File: src/common/rcg_pkg.sv
/*
 Constants, field layout and types of the reference clock generator.
 Assumes a single-clock register port and one control register word.
*/
package rcg_pkg;
   localparam int DIV_W = 15;
   localparam int SEL_W = 4;
   localparam int ADDR_W = 4;
   localparam int SRC_N = 16;

   // Register offset of the control word
   localparam logic [ADDR_W-1:0] CTRL_OFFSET = 4'h0;

   // Field positions
   localparam int DIV_LSB = 16;
   localparam int ON_BIT = 15;
   localparam int STOP_IN_IDLE_BIT = 13;
   localparam int OE_BIT = 12;
   localparam int RUN_IN_SLEEP_BIT = 11;
   localparam int SWEN_BIT = 9;
   localparam int ACT_BIT = 8;
   localparam int SEL_LSB = 0;

   // Sources that ignore the run-in-sleep control
   localparam logic [SEL_W-1:0] SEL_NOSLP0 = 4'h0;
   localparam logic [SEL_W-1:0] SEL_NOSLP1 = 4'h1;

   localparam logic [DIV_W-1:0] DIV_RESET = 15'h0000;
   localparam logic [SEL_W-1:0] SEL_RESET = 4'h0;
   localparam logic [31:0] RDATA_RESET = 32'h0000_0000;

   typedef struct packed {
      logic [DIV_W-1:0] div;
      logic on;
      logic stop_in_idle;
      logic oe;
      logic run_in_sleep;
      logic [SEL_W-1:0] sel;
   } rcg_ctrl_type;

   localparam rcg_ctrl_type CTRL_RESET = '{DIV_RESET, 1'b0, 1'b0, 1'b0, 1'b0, SEL_RESET};

   typedef enum logic [0:0] {
      RCG_SW_IDLE = 1'b0,
      RCG_SW_WAIT = 1'b1
   } rcg_sw_type;
endpackage

File: src/hdl/rcg_top.sv
/*
 Reference clock generator: control register, source select, divider,
 Idle/Sleep gating and output pin drive.
 Assumes source clocks, idle and sleep levels are synchronous to i_clk and
 slower than half its rate.
*/
// Design decisions made here: strobed register access and the register offsets.
`timescale 1ns/1ps
module rcg_top #(
   parameter int DIV_W = rcg_pkg::DIV_W,
   parameter int SEL_W = rcg_pkg::SEL_W,
   parameter int SRC_N = rcg_pkg::SRC_N
) (
   // Clock and reset
   input wire logic i_clk,
   input wire logic i_rst_n,
   // Register port
   input wire logic [rcg_pkg::ADDR_W-1:0] i_addr,
   input wire logic [31:0] i_wdata,
   input wire logic i_wr,
   input wire logic i_rd,
   output logic [31:0] o_rdata,
   // Chip power state
   input wire logic i_idle,
   input wire logic i_sleep,
   // Source clocks, sampled as levels
   input wire logic [SRC_N-1:0] i_src,
   // Output pin and status
   output logic o_ref_clock_out_pin,
   output logic o_active
);

   initial begin
      if (DIV_W != rcg_pkg::DIV_W || SEL_W != rcg_pkg::SEL_W || SRC_N != (1 << SEL_W)) begin
         $error("rcg_top: unsupported parameter values");
      end
   end

   // Sleep gating ignores run-in-sleep for the two fixed sources
   function automatic logic rcg_run_in_sleep_ignored(input logic [SEL_W-1:0] sel);
      rcg_run_in_sleep_ignored = (sel == rcg_pkg::SEL_NOSLP0) || (sel == rcg_pkg::SEL_NOSLP1);
   endfunction

   rcg_pkg::rcg_ctrl_type ctrl_reg, ctrl_next;
   rcg_pkg::rcg_sw_type sw_reg, sw_next;
   logic [DIV_W-1:0] div_act_reg, div_act_next;
   logic [DIV_W-1:0] cnt_reg, cnt_next;
   logic src_prev_reg;
   logic gen_reg, gen_next;
   logic pin_reg;
   logic act_reg;
   logic [31:0] rdata_reg;

   // Decode
   wire logic hit = (i_addr == rcg_pkg::CTRL_OFFSET);
   wire logic wr_hit = i_wr && hit;
   wire logic rd_hit = i_rd && hit;
   wire logic wr_swen = wr_hit && i_wdata[rcg_pkg::SWEN_BIT];
   wire logic [DIV_W-1:0] wr_div = i_wdata[rcg_pkg::DIV_LSB +: DIV_W];
   wire logic [SEL_W-1:0] wr_sel = i_wdata[rcg_pkg::SEL_LSB +: SEL_W];

   // Run conditions
   wire logic idle_stop = ctrl_reg.stop_in_idle && i_idle;
   wire logic sleep_stop = i_sleep && (!ctrl_reg.run_in_sleep || rcg_run_in_sleep_ignored(ctrl_reg.sel));
   wire logic run = ctrl_reg.on && !idle_stop && !sleep_stop;

   // Source edge detection on the selected source
   wire logic src_now = i_src[ctrl_reg.sel];
   wire logic src_rise = src_now && !src_prev_reg;
   wire logic bypass = (div_act_reg == '0);
   wire logic cnt_wrap = (cnt_reg + 1'b1) == div_act_reg;

   // Switch may complete when the divided clock is at a phase boundary
   wire logic sw_point = !run || bypass || (src_rise && cnt_wrap);

   // Register writes
   always_comb begin
      ctrl_next = ctrl_reg;
      if (wr_hit) begin
         ctrl_next.div = wr_div;
         ctrl_next.on = i_wdata[rcg_pkg::ON_BIT];
         ctrl_next.stop_in_idle = i_wdata[rcg_pkg::STOP_IN_IDLE_BIT];
         ctrl_next.oe = i_wdata[rcg_pkg::OE_BIT];
         ctrl_next.run_in_sleep = i_wdata[rcg_pkg::RUN_IN_SLEEP_BIT];
         ctrl_next.sel = wr_sel;
      end
   end

   // Divider switch handshake
   always_comb begin
      sw_next = sw_reg;
      div_act_next = div_act_reg;
      unique case (sw_reg)
         rcg_pkg::RCG_SW_IDLE: begin
            if (wr_swen) begin
               sw_next = rcg_pkg::RCG_SW_WAIT;
            end
         end
         rcg_pkg::RCG_SW_WAIT: begin
            if (sw_point) begin
               div_act_next = ctrl_reg.div;
               // A fresh request in the completing cycle keeps the flag set
               if (!wr_swen) begin
                  sw_next = rcg_pkg::RCG_SW_IDLE;
               end
            end
         end
      endcase
      // Disabled: field writes reach the divider at once
      if (!ctrl_reg.on) begin
         div_act_next = ctrl_reg.div;
      end
   end

   // Divider: one output half-period per divisor source periods
   always_comb begin
      cnt_next = cnt_reg;
      gen_next = gen_reg;
      if (!run) begin
         cnt_next = '0;
         gen_next = 1'b0;
      end else if (bypass) begin
         cnt_next = '0;
         gen_next = src_now;
      end else if (src_rise) begin
         if (cnt_wrap) begin
            cnt_next = '0;
            gen_next = !gen_reg;
         end else begin
            cnt_next = cnt_reg + 1'b1;
         end
      end
   end

   // Read data; unimplemented bits stay zero
   wire logic [31:0] rd_word = {1'b0, ctrl_reg.div, ctrl_reg.on, 1'b0, ctrl_reg.stop_in_idle,
      ctrl_reg.oe, ctrl_reg.run_in_sleep, 1'b0, (sw_reg == rcg_pkg::RCG_SW_WAIT), act_reg,
      4'h0, ctrl_reg.sel};

   wire logic pin_next = ctrl_reg.oe && gen_next;

   always_ff @(posedge i_clk) begin
      if (!i_rst_n) begin
         ctrl_reg <= rcg_pkg::CTRL_RESET;
         sw_reg <= rcg_pkg::RCG_SW_IDLE;
         div_act_reg <= rcg_pkg::DIV_RESET;
         cnt_reg <= '0;
         gen_reg <= 1'b0;
         src_prev_reg <= 1'b0;
         pin_reg <= 1'b0;
         act_reg <= 1'b0;
         rdata_reg <= rcg_pkg::RDATA_RESET;
      end else begin
         ctrl_reg <= ctrl_next;
         sw_reg <= sw_next;
         div_act_reg <= div_act_next;
         cnt_reg <= cnt_next;
         gen_reg <= gen_next;
         src_prev_reg <= src_now;
         pin_reg <= pin_next;
         act_reg <= run;
         rdata_reg <= rd_hit ? rd_word : rcg_pkg::RDATA_RESET;
      end
   end

   assign o_rdata = rdata_reg;
   assign o_ref_clock_out_pin = pin_reg;
   assign o_active = act_reg;

endmodule
File: config.mk
export PLATFORM = sky130hd
export DESIGN_NAME = rcg_top
export DESIGN_NICKNAME = d
export VERILOG_FILES = /design/src/common/rcg_pkg.sv /design/src/hdl/rcg_top.sv
export SDC_FILE = /design/constraint.sdc
export NUM_CORES = 1
export LEC_CHECK = 0
export ABC_AREA = 0
export BUFFER_PORTS_ARGS = -buffer_cell sky130_fd_sc_hd__buf_2
export CAP_MARGIN = 20
export CELL_PAD_IN_SITES_DETAIL_PLACEMENT = 0
export CELL_PAD_IN_SITES_GLOBAL_PLACEMENT = 1
export CORE_MARGIN = 2
export CORE_UTILIZATION = 36
export DETAILED_ROUTE_END_ITERATION = 10
export PLACE_DENSITY_LB_ADDON = 0.1
export SYNTH_ARGS = -nofsm -noshare
export SYNTH_HDL_FRONTEND = slang
export SYNTH_SLANG_ARGS = --single-unit
File: constraint.sdc
create_clock -name i_clk -period 2.8 [get_ports i_clk]
set_input_delay 0.28 -clock i_clk [delete_from_list [all_inputs] [get_ports i_clk]]
set_output_delay 0.28 -clock i_clk [all_outputs]
set_load 0.05 [all_outputs]
== Yosys cells after proc, flatten, opt, wreduce, memory -nomap -nowiden ==
Cells that the tools add are included.

* Register bits: 90
* Output and inout port bits: 34
* Logic and storage cells: 63

* Add/sub/neg operators: 1
* $lt $le $gt $ge: 1
* Equal/unequal tests: 4
* Mux-type cells: 13
* Bitwise operators: 3
* Reductions and logical operators: 26

{| class="wikitable"
|+ Operator list
! operator !! number
|-
| $mux W15 || 4
|-
| $add A15 B1 Y15 const B || 1
|-
| $eq A15 B15 Y1 || 1
|-
| $logic_not A15 Y1 || 1
|-
| $logic_and A1 B1 Y1 || 10
|-
| $logic_not A4 Y1 || 2
|-
| $mux W1 || 7
|-
| $logic_not A1 Y1 || 6
|-
| $lt A4 B5 Y1 const B || 1
|-
| $bmux W1 S4 || 1
|-
| $eq A4 B1 Y1 const B || 1
|-
| $logic_or A1 B1 Y1 || 4
|-
| $ne A2 B1 Y1 const B || 2
|-
| $reduce_and A2 Y1 || 2
|-
| $not A1 Y1 || 3
|-
| $reduce_or A3 Y1 || 1
|-
| $pmux W1 S2 || 1
|}

== Logic depth before layout (Yosys ltp) ==
* Word-level depth: 12
* Mapped depth: 10

== Least setup slack after synthesis ==
Ideal clock, no wire load.

* Kind: reg2reg
* From: register cnt_reg[0]
* To: register div_act_reg[10]
* Setup time: 72 ps
* Data arrival time: 2634 ps
* Path slack: 95 ps
* Stages on the path, launching flop included: 11
* Buffers on the path: 1
* Clock period less this slack: 2705 ps
* Cell sequence: dfxtp_1 ha_1 nand4_1 or2_2 xnor2_1 nand3_1 a2111oi_2 o211ai_2 a32oi_4 buf_12 mux2i_1

* Longest elaborated chain between the ends: 6

{| class="wikitable"
|+ RTL lines
! item !! RTL line !! text
|-
| start, declared || rcg_top.sv:47 || <nowiki>logic [DIV_W-1:0] cnt_reg, cnt_next;</nowiki>
|-
| start signal, assigned || rcg_top.sv:157 || <nowiki>cnt_reg <= cnt_next;</nowiki>
|-
| $add A15 B1 Y15 || rcg_top.sv:71 || <nowiki>wire logic cnt_wrap = (cnt_reg + 1'b1) == div_act_reg;</nowiki>
|-
| $eq A15 B15 Y1 || rcg_top.sv:71 ||
|-
| $logic_and A1 B1 Y1 || rcg_top.sv:74 || <nowiki>wire logic sw_point = !run || bypass || (src_rise && cnt_wrap);</nowiki>
|-
| $logic_or A1 B1 Y1 || rcg_top.sv:74 ||
|-
| $ne A2 B1 Y1 (no source line) || n/a ||
|-
| $reduce_and A2 Y1 (no source line) || n/a ||
|-
| end signal, assigned || rcg_top.sv:146 || <nowiki>div_act_reg <= rcg_pkg::DIV_RESET;</nowiki>
|-
| end signal, assigned || rcg_top.sv:156 || <nowiki>div_act_reg <= div_act_next;</nowiki>
|-
| end, declared || rcg_top.sv:46 || <nowiki>logic [DIV_W-1:0] div_act_reg, div_act_next;</nowiki>
|}

Every way passes these cells.
A chain may end at the register's enable or synchronous reset.

== Worst setup path in the final report ==
* From: register cnt_reg[1]
* To: register div_act_reg[11]

Same word-level chain as after synthesis.

==> impl_metrics.yaml <==
outcome:
  outcome: "completed"
placed_design:
  dp_cells: 602
  dp_hpwl_mm: 6.04
  port_buffers: 76
  gp_congestion: 0.787
yosys:
  synthDistinctLibCells: 46
  ys_seq_area_share_pct: 45.2
  ys_seq_elements: 83
  yosysWarningCount: 0
  synth_compound_area_share_pct: 9.56
  synthMuxAreaShare_pct: 6.74
  synth_edf_count: 0
  synthAdderAreaFrac_pct: 0.340
  netlist_top_cells_area: "dfxtp_1 (45%), nand2_1 (8.6%), xnor2_1 (6.2%)"
  yosysTopAreaCell: "dfxtp_1"
  post-synth-top-count-cell: "nand2_1"
  yosysTopAreaCellShare_pct: 45.2
  synth.avg_cell_area_um2: 9.08
  synth_common_cells: "nand2_1 (84), dfxtp_1 (83), and2_1 (27), nor2_1 (27), xnor2_1 (26)"
  synth_top_flop_cell: "dfxtp_1"
  netlist_area_mm2: 0.00368
  synthSimpleGateAreaFrac_pct: 23.6
  synth_top_family_by_area: "simple AND/OR/NAND/NOR gates"
  async_reset_ff_share_pct: 0
  synth_cells: 405
  synthXorXnorAreaFrac_pct: 8.78
grt:
  grt_antenna_before_repair: 0
  use_met2_pct: 24.9
  grt_pass1_vias: 2797
  grt_overflow: 0
  grt_pass1_wl_mm: 13.9
  grtUsageTotal_pct: 15.8
  met3_usage_pct: 4.37
  grt_use_met1_pct: 21.5
  grt_max_degree: 41
  grt-busiest-layer: "met2"
timing:
  period_minus_slack_ns: 2.61
  rsz0062_at_grt: "false"
  max_freq_ghz: 0.384
  period_share_pct: 93.1
  fin_skew_ns: 0.0125
  hold_viol: 0
  hold_ws_ns: 0.158
  setup_tns_ns: 0
  maxSlewViolCount: 0
  setup_viol: 0
route:
  first_pass_iters: 4
  post-route-drc-count: 0
  drt_iter0_markers: 86
  vias_per_cell: 4.61
  drtAntennaViolNets: 0
  wl_per_cell_um: 13.4
  num_vias: 2853
  drt_wl_total_mm: 8.30
clocking:
  cts_tree: "yes"
  numCtsBuffers: 9
  clock-sinks: 83
  path_clk_slew_ns: 0.08
  htree_levels: 3
  cts_root_buf: "clkbuf_8"
  cts_max_path_buffers: 2
  clk-insertion-delay-late_ns: 0.35
critical_path:
  cp.arrival_ns: 2.89
  cpMaxStageDelayCell: "or3_2"
  crit_path_cell_trace: "ha_1 -> buf_4 -> nand3_1 -> or3_2 -> a2111oi_2 -> o211ai_2 -> a32oi_4 -> clkbuf_16 -> mux2i_1"
  cp_max_fo: 7
  cpPeakStageDelay_ns: 0.43
  critPathRequiredTime_ns: 3.09
  critPathKind: "register to register"
  worst_setup_path_start_kind: "register"
  regToRegSetupSlack_ns: 0.19
  cp-end-kind: "register"
final_layout:
  nets: 541
  area_delta_synth_final_pct: 20.4
  drive_gt1_share_pct: 25.7
  instances_no_fill: 619
  largest_reg_flops: 25
  diodes: 0
floorplanning:
  die_w_um: 105
  dieArea_mm2: 0.0110
  die_h_um: 105
  pin_count: 92
  rows: 36
  initial_core_util_pct: 37.3
  core_region_area_mm2: 0.00986
power:
  vdd_drop_max_v: 0.000272
  power.leakage_uw: 0.00181
  p_per_area_mw_per_mm2: 493
hold_path:
  hold_path.class: "input port to register"
run:
  cap_viol_max_count: 0
[worst max-delay path: cells and delay by family (launching register included)]
kind	cells	cell delay, ns
multiplexers	1	0.17
adder cells (fa/ha/maj)	1	0.19
flip-flops	1	0.37
AND/OR/NAND/NOR	2	0.52
buffers and inverters	2	0.37
AO/OA/AOI/OAI	3	0.93
[routing by layer]
metal | up-vias | wire [um]
li1 | 1482 | -
met1 | 1319 | 4110
met2 | 43 | 3830
met3 | 9 | 293
met4 | 0 | 78
met5 | - | 0
[cells by family after synthesis]
family / Yosys count
simple gates: 183
fa+ha+maj: 1
compound gates: 44
mux: 22
buf+inv: 35
xor+xnor: 36
flops: 83
other cells: 1
[per-stage QoR]
stage               total power, uW  instance area, um^2  util (%)  worst slack, ns
global route                   2280                 4430      44.9          0.00797
finish                         2180                 4430      44.9            0.193
global placement               1340                 4170      42.3            0.122
CTS                            2220                 4370      44.3           0.0328
floorplan                      1300                 3700         -           0.0948
detailed placement             1340                 4170      42.3           0.0625
[layout make-up]
type                       instances  area (um^2)
clock buffer                      10          138
clock inverter                     5         61.3
fill                            1034         5440
inverter                           5         18.8
multi-input combinational        293         1850
sequential                        83         1670
tap                              133          166
timing repair buffer              90          528
[placed cells by master, fill, tap and decap left out, drive strengths merged, types with 6 or more instances in the layout]
cell type	Yosys	layout
buf	13	89
xnor2	26	26
and2	27	27
xor2	10	10
clkbuf	17	11
dfxtp	83	83
nand3	11	11
mux2i	18	18
inv	5	6
a21boi	23	23
conb	1	7
nand2	84	84
nor2	27	27
[path summary, 6_finish.rpt]
path / startpoint / endpoint / cells after the start
max: cnt_reg[1] / div_act_reg[11] / 9
min: i_wdata[1] / ctrl_reg[1] / 3
max reg2reg: cnt_reg[1] / div_act_reg[11] / 9
min reg2reg: ctrl_reg[5] / o_ref_clock_out_pin / 2
[what timing repair did]
item	CTS	global route
endpoints found under the setup margin	0	17
hold buffers	0	0
resized for setup	0	10
buffers inserted	0	1
[power breakdown]
group          switching (uW)  leakage (uW)  total [uW]  internal (uW)
Sequential               6.88      0.000671        1190           1190
Clock                     431      0.000103         867            436
Combinational            69.8       0.00103         122           52.0
(Power assumes the default switching activity.)
